File: config.mk
export PLATFORM = sky130hd
export DESIGN_NAME = bbas_unit
export DESIGN_NICKNAME = d
export VERILOG_FILES = /design/src/bbas_unit.v
export VERILOG_INCLUDE_DIRS = /design/src
export SDC_FILE = /design/constraint.sdc
export NUM_CORES = 1
export LEC_CHECK = 0
export ABC_AREA = 1
export BUFFER_PORTS_ARGS = -buffer_cell sky130_fd_sc_hd__buf_2
export CELL_PAD_IN_SITES_DETAIL_PLACEMENT = 0
export CELL_PAD_IN_SITES_GLOBAL_PLACEMENT = 1
export CORE_MARGIN = 2
export CORE_UTILIZATION = 30
export DETAILED_ROUTE_END_ITERATION = 8
export PLACE_DENSITY_LB_ADDON = 0.1
export SLEW_MARGIN = 20
export SYNTH_ARGS = -nofsm -noshare
export SYNTH_HDL_FRONTEND = slang
export SYNTH_SLANG_ARGS = --single-unit
export TNS_END_PERCENT = 50
File: constraint.sdc
create_clock -name mclk_i -period 17.3 [get_ports mclk_i]
set_input_delay 3.46 -clock mclk_i [delete_from_list [all_inputs] [get_ports mclk_i]]
set_output_delay 3.46 -clock mclk_i [all_outputs]
set_load 0.005 [all_outputs]
File: src/bbas_defs.vh
// Constants for the add/subtract execution unit.
// Assumes inclusion by bbas_unit.v and by the checker and the bench; definitions only.
`ifndef BBAS_DEFS_VH
`define BBAS_DEFS_VH

// Function codes, 10-bit binary of the decimal instruction number
`define BBAS_FC_W 10
`define BBAS_FC_ADD 10'h190
`define BBAS_FC_ADD_DOUBLE 10'h191
`define BBAS_FC_ADD_CARRY 10'h192
`define BBAS_FC_BIN_ADD_CARRY_DOUBLE 10'h193
`define BBAS_FC_DEC_ADD 10'h194
`define BBAS_FC_DEC_ADD_DOUBLE 10'h195
`define BBAS_FC_DEC_ADD_CARRY_SINGLE 10'h196
`define BBAS_FC_DEC_ADD_CARRY_DOUBLE 10'h197
`define BBAS_FC_SUB 10'h19A
`define BBAS_FC_SUB_DOUBLE 10'h19B
`define BBAS_FC_SUB_CARRY 10'h19C
`define BBAS_FC_BIN_SUB_CARRY_DOUBLE 10'h19D
`define BBAS_FC_DEC_SUB 10'h19E
`define BBAS_FC_DEC_SUB_DOUBLE 10'h19F
`define BBAS_FC_DEC_SUB_CARRY_SINGLE 10'h1A0
`define BBAS_FC_DEC_SUB_CARRY_DOUBLE 10'h1A1

// Reset values
`define BBAS_RST_WORD 16'h0000
`define BBAS_RST_FLAG 1'b0

`endif

File: src/bbas_unit.v
// Binary and BCD add/subtract unit for the controller CPU.
// Assumes the sequencer presents code, operands and condition for one
// cycle with exec_i high, synchronous to mclk_i.
`timescale 1ns/1ns
`include "bbas_defs.vh"

// Function
// [RULE1] Code 400: 16-bit binary add, carry flag set on carry out.
// [RULE2] Code 401: 32-bit binary add of word pairs, carry flag on carry out.
// [RULE3] Code 402: 16-bit binary add with carry flag as carry-in.
// [RULE4] Code 403: 32-bit binary add with carry flag as carry-in.
// [RULE5] Code 404: four-digit BCD add, carry flag on decimal carry.
// [RULE6] Code 405: eight-digit BCD add of word pairs, decimal carry out.
// [RULE7] Code 406: four-digit BCD add with carry flag as carry-in.
// [RULE8] Code 407: eight-digit BCD add with carry flag as carry-in.
// [RULE9] Code 410: 16-bit binary subtract, carry flag on borrow.
// [RULE10] Code 411: 32-bit binary subtract of word pairs, flag on borrow.
// [RULE11] Code 412: 16-bit binary subtract with carry flag as borrow-in.
// [RULE12] Code 413: 32-bit binary subtract with carry flag as borrow-in.
// [RULE13] Code 414: four-digit BCD subtract, flag on borrow.
// [RULE14] Code 415: eight-digit BCD subtract of word pairs, flag on borrow.
// [RULE15] Code 416: four-digit BCD subtract with carry flag as borrow-in.
// [RULE16] Double forms: low half in named word, high half in next word.
// [RULE17] Operands may be memory words or constants; treated alike.
// [RULE18] Carry flag cleared when an operation has no carry or borrow.
// [RULE19] Results and flag change only when execution condition is true.
// [RULE20] Code 417: eight-digit BCD subtract with carry flag as borrow-in.
module bbas_unit (
    // Clock and reset
    input wire mclk_i,
    input wire sys_rst_i,
    // Instruction from sequencer
    input wire exec_i,
    input wire cond_i,
    input wire [`BBAS_FC_W-1:0] func_i,
    // Operands: first word and following word
    input wire [15:0] op_a_lo_i,
    input wire [15:0] op_a_hi_i,
    input wire [15:0] op_b_lo_i,
    input wire [15:0] op_b_hi_i,
    // Results
    output reg [15:0] res_lo_o,
    output reg [15:0] res_hi_o,
    output reg res_hi_we_o,
    output reg done_o,
    output reg carry_flag_o
);

    // Decimal digit add with carry; result is {carry, digit}
    function [4:0] bbas_dig_add;
        input [3:0] a;
        input [3:0] b;
        input cin;
        reg [4:0] s;
        begin
            s = {1'b0, a} + {1'b0, b} + {4'h0, cin};
            if (s > 5'h09) begin
                s = s + 5'h06;
                bbas_dig_add = {1'b1, s[3:0]};
            end else begin
                bbas_dig_add = s;
            end
        end
    endfunction

    // Decimal digit subtract with borrow; result is {borrow, digit}
    function [4:0] bbas_dig_sub;
        input [3:0] a;
        input [3:0] b;
        input bin;
        reg [4:0] d;
        begin
            d = {1'b0, a} - {1'b0, b} - {4'h0, bin};
            if (d[4]) begin
                d = d - 5'h06;
                bbas_dig_sub = {1'b1, d[3:0]};
            end else begin
                bbas_dig_sub = d;
            end
        end
    endfunction

    // Code decode, shared by validity, width and carry-in select
    function [3:0] bbas_decode;
        input [`BBAS_FC_W-1:0] fc;
        begin
            // {valid, double, decimal, use_carry} packed with subtract below
            case (fc)
                `BBAS_FC_ADD: bbas_decode = 4'h8;
                `BBAS_FC_ADD_DOUBLE: bbas_decode = 4'hC;
                `BBAS_FC_ADD_CARRY: bbas_decode = 4'h9;
                `BBAS_FC_BIN_ADD_CARRY_DOUBLE: bbas_decode = 4'hD;
                `BBAS_FC_DEC_ADD: bbas_decode = 4'hA;
                `BBAS_FC_DEC_ADD_DOUBLE: bbas_decode = 4'hE;
                `BBAS_FC_DEC_ADD_CARRY_SINGLE: bbas_decode = 4'hB;
                `BBAS_FC_DEC_ADD_CARRY_DOUBLE: bbas_decode = 4'hF;
                `BBAS_FC_SUB: bbas_decode = 4'h8;
                `BBAS_FC_SUB_DOUBLE: bbas_decode = 4'hC;
                `BBAS_FC_SUB_CARRY: bbas_decode = 4'h9;
                `BBAS_FC_BIN_SUB_CARRY_DOUBLE: bbas_decode = 4'hD;
                `BBAS_FC_DEC_SUB: bbas_decode = 4'hA;
                `BBAS_FC_DEC_SUB_DOUBLE: bbas_decode = 4'hE;
                `BBAS_FC_DEC_SUB_CARRY_SINGLE: bbas_decode = 4'hB;
                `BBAS_FC_DEC_SUB_CARRY_DOUBLE: bbas_decode = 4'hF;
                default: bbas_decode = 4'h0;
            endcase
        end
    endfunction

    wire [3:0] dec_bits;
    wire op_valid;
    wire op_double;
    wire op_use_carry;
    wire cin;

    assign dec_bits = bbas_decode(func_i);
    assign op_valid = dec_bits[3];
    assign op_double = dec_bits[2];
    assign op_use_carry = dec_bits[0];
    // [RULE3] [RULE4] [RULE7] [RULE8] [RULE11] [RULE12] [RULE15] [RULE20]
    assign cin = op_use_carry & carry_flag_o;

    // Operand words joined low-first; source of a word is not visible here
    wire [31:0] a_full;
    wire [31:0] b_full;
    assign a_full = {op_a_hi_i, op_a_lo_i}; // [RULE16] [RULE17]
    assign b_full = {op_b_hi_i, op_b_lo_i}; // [RULE16]

    // Binary path
    wire [32:0] bin_add32;
    wire [32:0] bin_sub32;
    wire [16:0] bin_add16;
    wire [16:0] bin_sub16;
    assign bin_add32 = {1'b0, a_full} + {1'b0, b_full} + {32'h0, cin}; // [RULE2] [RULE4]
    assign bin_sub32 = {1'b0, a_full} - {1'b0, b_full} - {32'h0, cin}; // [RULE10] [RULE12]
    assign bin_add16 = {1'b0, op_a_lo_i} + {1'b0, op_b_lo_i} + {16'h0, cin}; // [RULE1] [RULE3]
    assign bin_sub16 = {1'b0, op_a_lo_i} - {1'b0, op_b_lo_i} - {16'h0, cin}; // [RULE9] [RULE11]

    // Decimal ripple chains over eight digits
    wire [8:0] dadd_c;
    wire [8:0] dsub_c;
    wire [31:0] dadd_s;
    wire [31:0] dsub_s;
    assign dadd_c[0] = cin;
    assign dsub_c[0] = cin;
    genvar g;
    generate
        for (g = 0; g < 8; g = g + 1) begin : dig
            wire [4:0] ad;
            wire [4:0] sd;
            assign ad = bbas_dig_add(a_full[4*g+3:4*g], b_full[4*g+3:4*g], dadd_c[g]); // [RULE5] [RULE6]
            assign sd = bbas_dig_sub(a_full[4*g+3:4*g], b_full[4*g+3:4*g], dsub_c[g]); // [RULE13] [RULE14]
            assign dadd_s[4*g+3:4*g] = ad[3:0];
            assign dadd_c[g+1] = ad[4];
            assign dsub_s[4*g+3:4*g] = sd[3:0];
            assign dsub_c[g+1] = sd[4];
        end
    endgenerate

    // Result select, one branch per code; carry-in already folded into cin
    reg [31:0] next_res;
    reg next_carry;
    always @* begin
        next_res = 32'h0;
        next_carry = 1'b0;
        case (func_i)
            `BBAS_FC_ADD: begin
                next_res = {16'h0, bin_add16[15:0]}; // [RULE1]
                next_carry = bin_add16[16];
            end
            `BBAS_FC_ADD_DOUBLE: begin
                next_res = bin_add32[31:0]; // [RULE2]
                next_carry = bin_add32[32];
            end
            `BBAS_FC_ADD_CARRY: begin
                next_res = {16'h0, bin_add16[15:0]}; // [RULE3]
                next_carry = bin_add16[16];
            end
            `BBAS_FC_BIN_ADD_CARRY_DOUBLE: begin
                next_res = bin_add32[31:0]; // [RULE4]
                next_carry = bin_add32[32];
            end
            `BBAS_FC_DEC_ADD: begin
                next_res = {16'h0, dadd_s[15:0]}; // [RULE5]
                next_carry = dadd_c[4];
            end
            `BBAS_FC_DEC_ADD_DOUBLE: begin
                next_res = dadd_s; // [RULE6]
                next_carry = dadd_c[8];
            end
            `BBAS_FC_DEC_ADD_CARRY_SINGLE: begin
                next_res = {16'h0, dadd_s[15:0]}; // [RULE7]
                next_carry = dadd_c[4];
            end
            `BBAS_FC_DEC_ADD_CARRY_DOUBLE: begin
                next_res = dadd_s; // [RULE8]
                next_carry = dadd_c[8];
            end
            `BBAS_FC_SUB: begin
                next_res = {16'h0, bin_sub16[15:0]}; // [RULE9]
                next_carry = bin_sub16[16];
            end
            `BBAS_FC_SUB_DOUBLE: begin
                next_res = bin_sub32[31:0]; // [RULE10]
                next_carry = bin_sub32[32];
            end
            `BBAS_FC_SUB_CARRY: begin
                next_res = {16'h0, bin_sub16[15:0]}; // [RULE11]
                next_carry = bin_sub16[16];
            end
            `BBAS_FC_BIN_SUB_CARRY_DOUBLE: begin
                next_res = bin_sub32[31:0]; // [RULE12]
                next_carry = bin_sub32[32];
            end
            `BBAS_FC_DEC_SUB: begin
                next_res = {16'h0, dsub_s[15:0]}; // [RULE13]
                next_carry = dsub_c[4];
            end
            `BBAS_FC_DEC_SUB_DOUBLE: begin
                next_res = dsub_s; // [RULE14]
                next_carry = dsub_c[8];
            end
            `BBAS_FC_DEC_SUB_CARRY_SINGLE: begin
                next_res = {16'h0, dsub_s[15:0]}; // [RULE15]
                next_carry = dsub_c[4];
            end
            `BBAS_FC_DEC_SUB_CARRY_DOUBLE: begin
                next_res = dsub_s; // [RULE20]
                next_carry = dsub_c[8];
            end
            default: begin
                next_res = 32'h0;
                next_carry = 1'b0;
            end
        endcase
    end

    // Unknown codes and false conditions leave results and flag untouched
    wire do_exec;
    assign do_exec = exec_i & cond_i & op_valid; // [RULE19]

    // One-cycle completion pulse per executed instruction
    always @(posedge mclk_i or posedge sys_rst_i) begin
        if (sys_rst_i) begin
            done_o <= 1'b0;
        end else begin
            done_o <= do_exec; // [RULE19]
        end
    end

    always @(posedge mclk_i or posedge sys_rst_i) begin
        if (sys_rst_i) begin
            res_lo_o <= `BBAS_RST_WORD;
        end else if (do_exec) begin
            res_lo_o <= next_res[15:0];
        end
    end

    // Single forms load zero here; the store ignores it via res_hi_we_o
    always @(posedge mclk_i or posedge sys_rst_i) begin
        if (sys_rst_i) begin
            res_hi_o <= `BBAS_RST_WORD;
        end else if (do_exec) begin
            res_hi_o <= next_res[31:16]; // [RULE16]
        end
    end

    always @(posedge mclk_i or posedge sys_rst_i) begin
        if (sys_rst_i) begin
            res_hi_we_o <= 1'b0;
        end else if (do_exec) begin
            res_hi_we_o <= op_double; // [RULE16]
        end
    end

    // Written both ways so a quiet operation clears it
    always @(posedge mclk_i or posedge sys_rst_i) begin
        if (sys_rst_i) begin
            carry_flag_o <= `BBAS_RST_FLAG;
        end else if (do_exec) begin
            carry_flag_o <= next_carry; // [RULE18]
        end
    end

endmodule

==> results.txt, run 1 <==
The run finished with clean final reports. The post-synth net total came out at 2108. The power per cell area came out at 58.0 nW/um^2. The library cell used most frequently in the layout, excluding fill and tap cells, is nand2_1. The post-synthesis sequential area ratio is 8.27%.

Once routing completed, OpenROAD measured the worst setup slack at 775 ps. The critical path contains buffers and inverters numbering 37 combined. The gate count of the mapped netlist is 1874. The total congestion overflow after global routing came out at 0. The post-route fraction of the period consumed by the critical path came out at 95.5%. The cell with the largest stage delay on the worst path is fa_2. The setup clock skew after layout came out at 3.53 ps. The post-synthesis xor/xnor area fraction came out at 3.81%. The worst hold path depth is 2. After layout, the minimum clock period comes to 16520 ps. The arithmetic-cell share of the synthesized area counting full adders, half adders and majority gates is 20.3%. The count of antenna diodes in the layout came out at 0.

The fraction of synthesized area in multiplexers came out at 0%. The type of element capturing the critical path is a flop. The distinct cell type count after synthesis is 45.

The count of final hold-check violations is 0. The detailed-route vias per instance came out at 4.87. The total number of H-tree levels is 2.

The count of port buffers added during placement is 112. The width of the die came out at 192 um. STA classifies the critical path startpoint as an input pin. The top-area cell type share of the netlist area came out at 20.7%. The post-synthesis async set-or-reset flop share is 100%. The placer's final routability congestion estimate is 0.941. The worst path required time came out at 17480 ps.

The proportion of layout cells with a drive suffix above 1 is 18.8%. The maximum cell stage delay along the critical path came out at 550 ps. The average wire per cell in the routed design is 18.0 um.

Across every metal layer, demand over resource in global routing totals 24.6%. Measured along the y axis, the die boundary spans 192 um. The synthesized design contains 0 enable-type register cells.

The critical path in this run is classified as in2reg. The placeable core area came out at 34600 sq um. The initial antenna violation count came out at 0. The first-pass GRT wire length is 68600 um. OpenSTA, run right after detailed placement, puts the worst setup slack at -305 ps. For this design the total switching power over the nets is 381 uW. The class of the tightest hold or removal check is reg2reg. After synthesis, the largest family of logic cells by area is simple AND/OR/NAND/NOR gates. The maximum clock rate is 0.0605 GHz. Measured against its own limit, the worst slew margin works out to 27.3%. Wires add up to 45800 um. The biggest fanout along the worst timing path is 7. The via count of the first global-routing pass is 11900. The synthesized netlist devotes 10.5% of its cell area to compound gates. The count of unresolved DRC violations after routing is 0.

The overall power after layout came out at 755 uW. The DRC violation total after the first TritonRoute iteration is 851. The clock network burns 13.9% of the power. The leakage power is 0.00743 uW. The average footprint of a synthesized cell is 5.65 sq um. Sequential cells burn 10.9% of the power. For the worst-skew pair, the clock arrives at the later sink with an insertion delay of 290 ps. The post-route non-filler standard cell count is 2538. The count of nets left with antenna violations after detail routing is 0. The count of final max-slew check failures was 0. Among cell families on the critical path, the largest total delay comes from adder cells. The total standard cell area after synthesis is 10600 sq um.

By area the synthesized netlist is led by nand2_1 (21%), ha_1 (15%), inv_1 (13%), nand3_1 (9.7%), dfrtp_1 (8.3%). The peak supply drop came out at 47.6 uV. The initial cell density of the core is 30.6%. The number of sinks handled by clock tree synthesis is 35.

The cell count after placement came out at 2508. The total clock buffers created by CTS is 5. The simple-gate portion of the synthesized area came out at 42.3%. The transition time at the pin with the least slew margin came out at 1090 ps. The cell that appears most often on the critical path is inv_1. The clock tree buffer depth is 2.

The first-pass iteration count of the detailed router came out at 5. TritonCTS built the clock tree. For the worst setup path, the data arrival time is 16700 ps. Yosys printed 0 warnings. Across the run, the number of max-cap violations was 0. The number of synthesized register bits came out at 35. The post-layout net count came out at 2316.

The most used flip-flop cell after synthesis is dfrtp_1. After floorplanning, the core was divided into 68 placement rows. The number of endpoints failing setup at the final stage came out at 0. Clock-pin slew was measured on the worst setup and hold paths at 60 ps. Detailed placement ended at an HPWL of 39400 um.

Cells fill 37.6% of the core in the end. Of the total power, the share spent switching nets is 50.5%. The internal portion of the total power is 374 uW. The number of logic stages on the critical path including buffering came out at 96. Summed over all instances, the cell type with the most area after synthesis is nand2_1. The layout-stage area growth over the synthesis result is 22.9%. Entering global routing, the biggest net connects 39 pins. The cell sitting at the root of the clock tree is a clkbuf_16. The share of total power in combinational logic came out at 75.2%.

The die area is 36800 sq um. The library cells used most frequently in the layout, excluding fill and tap cells, are nand2_1 (557), inv_1 (349), nand3_1 (196). The I/O pin count is 113.

The path depth of the worst reg2reg path is 90. The setup TNS is 0 ps. The total vias in the final route is 12400.
## sequential cells by signal (all words and copies together), names as in the netlist
register and count:
res_hi_we_o 1, res_lo_o 16, res_hi_o 16, carry_flag_o 1
done_o 1
## cell families (layout without fill, tap and decap cells)
kind of cell / after synthesis / after routing
and+or+nand+nor: 1033 / 1034
buffers and inverters: 405 / 613
AOI/OAI and AO/OA: 199 / 199
adders and majority gates: 156 / 156
xor gates and xnor gates: 46 / 46
DFF: 35 / 35
## cell type report
| type | instances | area, sq um |
|---|---|---|
| Clock buffer | 5 | 125 |
| Clock inverter | 3 | 43.8 |
| Fill cell | 4030 | 21600 |
| Inverter | 387 | 1470 |
| Multi-Input combinational cell | 1435 | 8570 |
| Sequential cell | 35 | 876 |
| Tap cell | 455 | 569 |
| Timing Repair Buffer | 218 | 1360 |
## repair_timing
action | CTS | global route
endpoints found under the setup margin | 2 | 7
buffers inserted | 0 | 21
pin swaps | 0 | 70
hold buffers | 0 | 0
cloned | 0 | 1
gates resized for setup | 1 | 137
## Yosys cell counts (5+ instances only)
cell	count
nand2_1	585
inv_1	370
nand3_1	205
nor2_1	146
ha_1	130
a21oi_1	94
o21ai_0	56
dfrtp_1	35
xor2_1	32
fa_1	26
nand4_1	26
o21bai_1	18
nor3_1	17
nand3b_1	16
xnor2_1	14
inv_2	13
o211ai_1	12
buf_2	9
nand3_2	6
or2_2	6
and2_1	5
nand2_2	5
## layer usage
metal | GRT usage, % | vias up | share of wire [%]
met5 | 0 | - | 0
met4 | 3.58 | 0 | 1.1
met3 | 0.932 | 27 | 3.8
met2 | 38.9 | 288 | 43
met1 | 37.3 | 5755 | 52
li1 | - | 6291 | -
## worst min-delay path, delay by kind of cell (launching register included)
family | cells | cell delay [ps]
and+or+nand+nor | 2 | 100
DFF | 1 | 330
## power groups by stage
stage | Clock, uW | Sequential (uW) | Combinational (uW)
floorplan | 0 | 83.8 | 336
global placement | 0 | 83.8 | 511
detailed placement | 0 | 83.8 | 515
CTS | 108 | 82.3 | 518
global route | 110 | 82.3 | 640
finish | 105 | 82.3 | 568
## path summary, 6_finish.rpt
check,from,to,slack (ps)
max,func_i[8],carry_flag_o,780
min,res_hi_o[5],res_hi_o[5],470
max reg2reg,carry_flag_o,carry_flag_o,4300
min reg2reg,res_hi_o[5],res_hi_o[5],470
max in group asynchronous,sys_rst_i,res_lo_o[7],13700
min in group asynchronous,sys_rst_i,res_hi_o[6],3270
## per-stage QoR
| step | area, sq um | hold WS (ps) |
|---|---|---|
| 2_1_floorplan | 10600 | 472 |
| 3_3_place_gp | 12200 | 459 |
| 3_5_place_dp | 12200 | 461 |
| 4_1_cts | 12400 | 476 |
| 5_1_grt | 13000 | 490 |
| 6_report | 13000 | 471 |
Power figures use the tool's default switching activity.
==> run 2: changes to the inputs <==
--- a/config.mk
+++ b/config.mk
@@ -7,7 +7,8 @@
 export NUM_CORES = 1
 export LEC_CHECK = 0
 export ABC_AREA = 1
-export BUFFER_PORTS_ARGS = -buffer_cell sky130_fd_sc_hd__buf_2
+export BUFFER_PORTS_ARGS = -buffer_cell sky130_fd_sc_hd__buf_4
+export CAP_MARGIN = 20
 export CELL_PAD_IN_SITES_DETAIL_PLACEMENT = 0
 export CELL_PAD_IN_SITES_GLOBAL_PLACEMENT = 1
 export CORE_MARGIN = 2
==> run 2 against run 1 <==
Critical path depth stayed put. Setup slack worse by 75 ps. First-iteration DRC count up 8.8%. Fmax is 0.45% lower. Largest cell class unchanged.
==> results.txt, run 2 (synthesis results as in run 1) <==
The run finished with clean final reports. The critical path starts at func_i[6]. In this run the critical register-to-register path is launched from carry_flag_o.

The count of final max-slew check failures is 0. The proportion of power drawn by flip-flops and latches is 11.1%. Detailed placement ended at an HPWL of 39100 um. The tightest min-delay check is of the reg2reg type. STA classifies the critical path startpoint as an input pin. The post-route fraction of the period consumed by the critical path came out at 96.0%. The setup slack of the worst register-to-register path came out at 4250 ps. Derived from the worst setup path, the maximum achievable clock frequency is 0.0602 GHz.

The standard-cell row count came out at 68. The count of final hold-check violations was 0. The peak supply drop is 60.7 uV.

The clock period could shrink to 16600 ps. The average wire per cell in the routed design is 17.9 um. The path depth of the worst reg2reg path is 90. The count of nets left with antenna violations after detail routing came out at 0. The internal power contribution came out at 364 uW. Buffers placed on the I/O ports in this run total 112. The total vias in the final route came out at 12400. Data on the critical path is required at its endpoint by 17480 ps.

The aggregate global-route resource usage came out at 24.5%. The count of unresolved DRC violations after routing is 0. The clock slew at the register clock pins of the worst setup and hold paths is 60 ps. The first global-routing pass estimated 68300 um of wire.

The clock tree buffer depth is 2. The width of the die is 192 um. The total clock buffers created by CTS came out at 5. The post-route netlist has 18.2% of its cells at a drive strength greater than 1. Pin placement for this block handled 113 I/O pins.

The summed area of non-filler cells in the final layout is 13200 sq um. The chip height came out at 192 um. STA classifies the critical path endpoint as a flop.

For the final database, setup skew stands at 4.44 ps. The final wirelength came out at 45300 um. The share of total power dissipated in the clock network is 13.1%. The DRC violation total after the first TritonRoute iteration came out at 926. The placed instance area came out at 12500 sq um. The count of antenna diodes in the layout came out at 0. The reported net switching power came out at 377 uW. The critical path is of the in2reg type. In this run the most critical hold path is launched from res_hi_o[4]. The total number of H-tree levels came out at 2.

After layout, the design draws a total of 740 uW. The final design utilization came out at 38.1%. The detailed-route vias per instance is 4.90. Data on the critical path arrives at its endpoint at 16780 ps. The maximum number of pins on one net before global-route repair is 39. In the final layout, the registers with the most flip-flops are res_hi_o x16, res_lo_o x16. The transition time at the pin with the least slew margin came out at 991 ps. The die area is 36800 sq um. Among the stages of the critical path, the cell type that occurs most often is inv_2. On the worst path, the slowest cell contributes a delay of 560 ps. The library cell used most frequently in the layout, excluding fill and tap cells, is nand2_1.

The net switching fraction of the power is 50.9%. The placeable core area came out at 34600 sq um. The total congestion overflow after global routing is 0. The leakage power came out at 0.00745 uW. The layout-stage area growth over the synthesis result is 24.6%.

Of the total power, combinational logic draws 75.8%. The clock tree from TritonCTS is yes. The initial antenna violation count is 0. The tree is rooted in a clkbuf_16. In this run the worst path has a maximum fanout of 4.

The initial cell density of the core is 30.6%. Clock latency on the worst-skew pair, taken at its later pin, is 280 ps. The worst slack at placement came out at -264 ps.

The worst-case headroom to the max-slew limit came out at 33.9%. Setup violations remaining at the end of the flow were counted as 0. At the end of routability-driven placement, the weighted congestion stood at 0.921. The post-layout net count is 2305. The worst hold path depth is 2.

The total of max-cap violations is 0. The library cells used most frequently in the layout, excluding fill and tap cells, are nand2_1 (561), inv_1 (346), buf_4 (207). The pre-antenna-repair detailed-routing pass consisted of 6 iterations. The number of sinks handled by clock tree synthesis came out at 35. In this run the power density over the cells is 56.1 nW/um^2. The via count of the first global-routing pass is 11800. The final worst slack came out at 700 ps. For this design, the slowest cell found on the critical path is fa_2.
[run 2: metal layers]
metal  wire [um]  global-route usage (%)  vias to the layer above  part of all wire, %
met5           0                       0                        -                    0
met4         410                    3.02                        0                 0.90
met3        1920                    1.43                       27                  4.2
met2       19600                    38.9                      297                   43
met1       23400                    37.0                     5787                   52
li1            -                       -                     6280                    -
[run 2: path summary, 6_finish.rpt]
path | endpoint
setup / recovery | res_hi_o[14]
hold / removal | res_hi_o[4]
setup reg to reg | res_hi_o[14]
hold reg to reg | res_hi_o[4]
max in group asynchronous | res_lo_o[3]
min in group asynchronous | res_hi_o[4]
[run 2: area by class of cell]
cell class / instances / area [sq um]
Multi-Input combinational cell: 1434 / 8550
Clock inverter: 1 / 7.51
Sequential cell: 35 / 876
Fill cell: 3994 / 21400
Tap cell: 455 / 569
Inverter: 387 / 1470
Timing Repair Buffer: 208 / 1570
Clock buffer: 7 / 153
[run 2: through the flow]
stage / hold slack (ps) / cells / setup TNS, ps
5_1_grt: 506 / 2527 / -276
3_3_place_gp: 466 / 2498 / -189
4_1_cts: 482 / 2506 / 0
3_5_place_dp: 467 / 2498 / -666
6_report: 477 / 2527 / 0
2_1_floorplan: 472 / 1874 / 0
[run 2: timing repair]
item                       CTS  global route
setup endpoints to repair    0             8
setup buffers                0            21
hold buffers                 0             0
resized for setup            0           138
[run 2: worst max-delay path, delay by kind of cell]
| kind | cells | cell delay [ps] |
|---|---|---|
| buffers and inverters | 36 | 2270 |
| adder cells (fa/ha/maj) | 24 | 7480 |
| XOR/XNOR | 1 | 180 |
| AO/OA/AOI/OAI | 4 | 530 |
| AND/OR/NAND/NOR | 31 | 2820 |
[run 2: power by group through the flow]
stage	clock network, uW	logic (uW)	registers (uW)
4_1_cts	99.3	515	82.3
2_1_floorplan	0	336	83.8
5_1_grt	102	633	82.3
6_report	96.6	561	82.3
3_5_place_dp	0	512	83.8
3_3_place_gp	0	510	83.8
==> run 3: changes to the inputs <==
--- a/config.mk
+++ b/config.mk
@@ -11,6 +11,7 @@
 export CAP_MARGIN = 20
 export CELL_PAD_IN_SITES_DETAIL_PLACEMENT = 0
 export CELL_PAD_IN_SITES_GLOBAL_PLACEMENT = 1
+export CORE_ASPECT_RATIO = 1.75
 export CORE_MARGIN = 2
 export CORE_UTILIZATION = 30
 export DETAILED_ROUTE_END_ITERATION = 8
==> run 3 against run 2 <==
Register-to-register slack improved by 100 ps. Critical endpoint unchanged. Critical path type unchanged. First-iteration DRC count fell by 37%. Clock skew is 0.67 ps lower. Power rose by 3.3%.
==> results.txt, run 3 (synthesis results as in run 1) <==
The filler cell count in the final layout is 4088. The biggest fanout along the worst timing path is 4. The setup TNS is 0 ps. The power per cell area came out at 57.5 nW/um^2.

The total vias in the final route came out at 12400. The final wirelength came out at 49000 um. The total of max-cap violations is 0. The count of nets left with antenna violations after detail routing is 0. The worst-case headroom to the max-slew limit came out at 32.9%.

The half-perimeter wire length of the detailed placement result came out at 42700 um. The insertion delay to the later sink of the worst-skew pair is 290 ps. The placer's final routability congestion estimate is 0.990.

For this run, the share of the core covered by cells in the final layout is 37.9%. The die area came out at 36900 sq um. The tree is rooted in a clkbuf_16. The worst setup path is launched from an input pin. The average wire per cell in the routed design is 19.2 um.

The aggregate global-route resource usage came out at 26.0%. After clock tree synthesis, the clock-pin slew on the worst setup and hold paths is 60 ps. The top cell types in the final layout, fill and taps aside, are nand2_1 (556), inv_1 (355), buf_4 (228). The detailed-route vias per instance came out at 4.84. The number of endpoints failing setup at the final stage is 0. By instance count, the cell type seen most on the critical path is nand2_2. After the first detailed-routing iteration, the DRC count stood at 583. The clock tree buffer depth is 2.

The proportion of layout cells with a drive suffix above 1 came out at 18.6%. The data arrival time at the worst-slack endpoint is 16690 ps. The worst path required time is 17480 ps.

The leakage power came out at 0.00751 uW. The final worst slack came out at 788 ps. The initial antenna violation count is 0. The shortest period the worst path allows came out at 16510 ps. VDD sags by at most 26.7 uV. The final critical path takes up 95.4% of the cycle. The count of antenna diodes in the layout is 0. The placeable core area is 35100 sq um. The layout-stage area growth over the synthesis result is 25.6%. The total number of H-tree levels came out at 2.

The critical path is of the in2reg type. Setup repair after global routing could not meet its margin everywhere. The count of final hold-check violations is 0. The path depth of the worst reg2reg path came out at 83.

The worst hold path depth came out at 2. The maximum number of pins on one net before global-route repair came out at 39. The setup clock skew after layout is 3.77 ps. The width of the die came out at 146 um. After detailed placement, the design holds a cell count of 2534. Leaving out fill and tap cells, the most frequent cell in the layout is nand2_1. The total clock buffers created by CTS came out at 5.

The total congestion overflow after global routing is 0. The first global-routing pass estimated 72200 um of wire. During I/O placement, the number of pins put on the boundary was 113.

The run finished with clean final reports. The pre-antenna-repair detailed-routing pass consisted of 5 iterations. The clock tree from TritonCTS is yes. The total of hold buffers inserted after clock tree synthesis is 0. The final worst hold slack is 481 ps.

The largest registers in the layout are res_hi_o x16, res_lo_o x16. Measured along the y axis, the die boundary spans 253 um. After detailed routing, the number of remaining DRC violations is 0. Derived from the worst setup path, the maximum achievable clock frequency is 0.0606 GHz. At the end of the flow, the number of nets in the layout was 2326.

The maximum cell stage delay along the critical path came out at 550 ps. The transition time at the pin with the least slew margin came out at 1010 ps. The initial cell density of the core came out at 30.2%. The via count of the first global-routing pass is 12200. The post-route non-filler standard cell count came out at 2558. STA classifies the critical path endpoint as a flop. The path class of the tightest hold or removal check is reg2reg. The count of port buffers added during placement came out at 112. The count of final max-slew check failures came out at 0. Among all stages on the critical path, the largest delay is contributed by fa_1. Timing analysis after detailed placement gives a worst setup slack of -255 ps. The number of sinks handled by clock tree synthesis came out at 35. The standard-cell row count came out at 91.
run 3: cell count changes in the layout (fill, tap and decap cells not counted), moves of 6 or more:
cell / change
nand2_2: +8
inv_2: -8
buf_4: +21
inv_1: +9
nand3_1: +6
run 3: repair_timing:
| item | CTS | global route |
|---|---|---|
| pin swaps | 0 | 54 |
| setup endpoints to repair | 2 | 8 |
| buffers inserted | 0 | 17 |
| gates resized for setup | 2 | 119 |
| gates cloned | 0 | 0 |
run 3: worst paths after layout:
check | startpoint | to | slack, ps
min reg2reg | res_lo_o[6] | res_lo_o[6] | 480
min | res_lo_o[6] | res_lo_o[6] | 480
max | func_i[8] | res_hi_o[14] | 790
max in group asynchronous | sys_rst_i | carry_flag_o | 13670
min in group asynchronous | sys_rst_i | done_o | 3300
max reg2reg | carry_flag_o | res_hi_o[14] | 4350
run 3: cell type report:
cell class | instances | area [sq um] | share of cell area (%)
clock buffer | 6 | 129 | 0.969
sequential | 35 | 876 | 6.59
tap | 465 | 582 | 4.37
timing repair buffer | 229 | 1720 | 13.0
multi-input combinational | 1434 | 8520 | 64.0
inverter | 387 | 1460 | 11.0
clock inverter | 2 | 12.5 | 0.0941
run 3: where the power goes:
group / internal (uW) / leakage [uW] / switching, uW / total (uW)
clock network: 53.3 / 0.0000669 / 38.8 / 92.1
registers: 82.1 / 0.000489 / 0.171 / 82.3
logic: 240 / 0.00695 / 351 / 591
total: 375 / 0.00751 / 390 / 765
run 3: worst max-delay path, delay by kind of cell:
family,cells,cell delay (ps)
adder cells (fa/ha/maj),18,6080
buffers and inverters,17,1410
AO/OA/AOI/OAI,12,2040
AND/OR/NAND/NOR,40,3270
XOR/XNOR,2,350
run 3: stage by stage:
step           instance area, sq um  power (uW)
2_1_floorplan                 10600         420
3_3_place_gp                  12700         622
3_5_place_dp                  12700         626
4_1_cts                       12800         721
5_1_grt                       13300         840
6_report                      13300         765
run 3: layer usage:
metal	share of wire [%]	wire, um	up-vias	GRT usage [%]
met5	0	0	-	0
met4	5.2	2570	0	11.2
met3	2.2	1100	84	1.17
met2	58	28600	279	55.7
met1	34	16800	5709	24.8
li1	-	-	6299	-
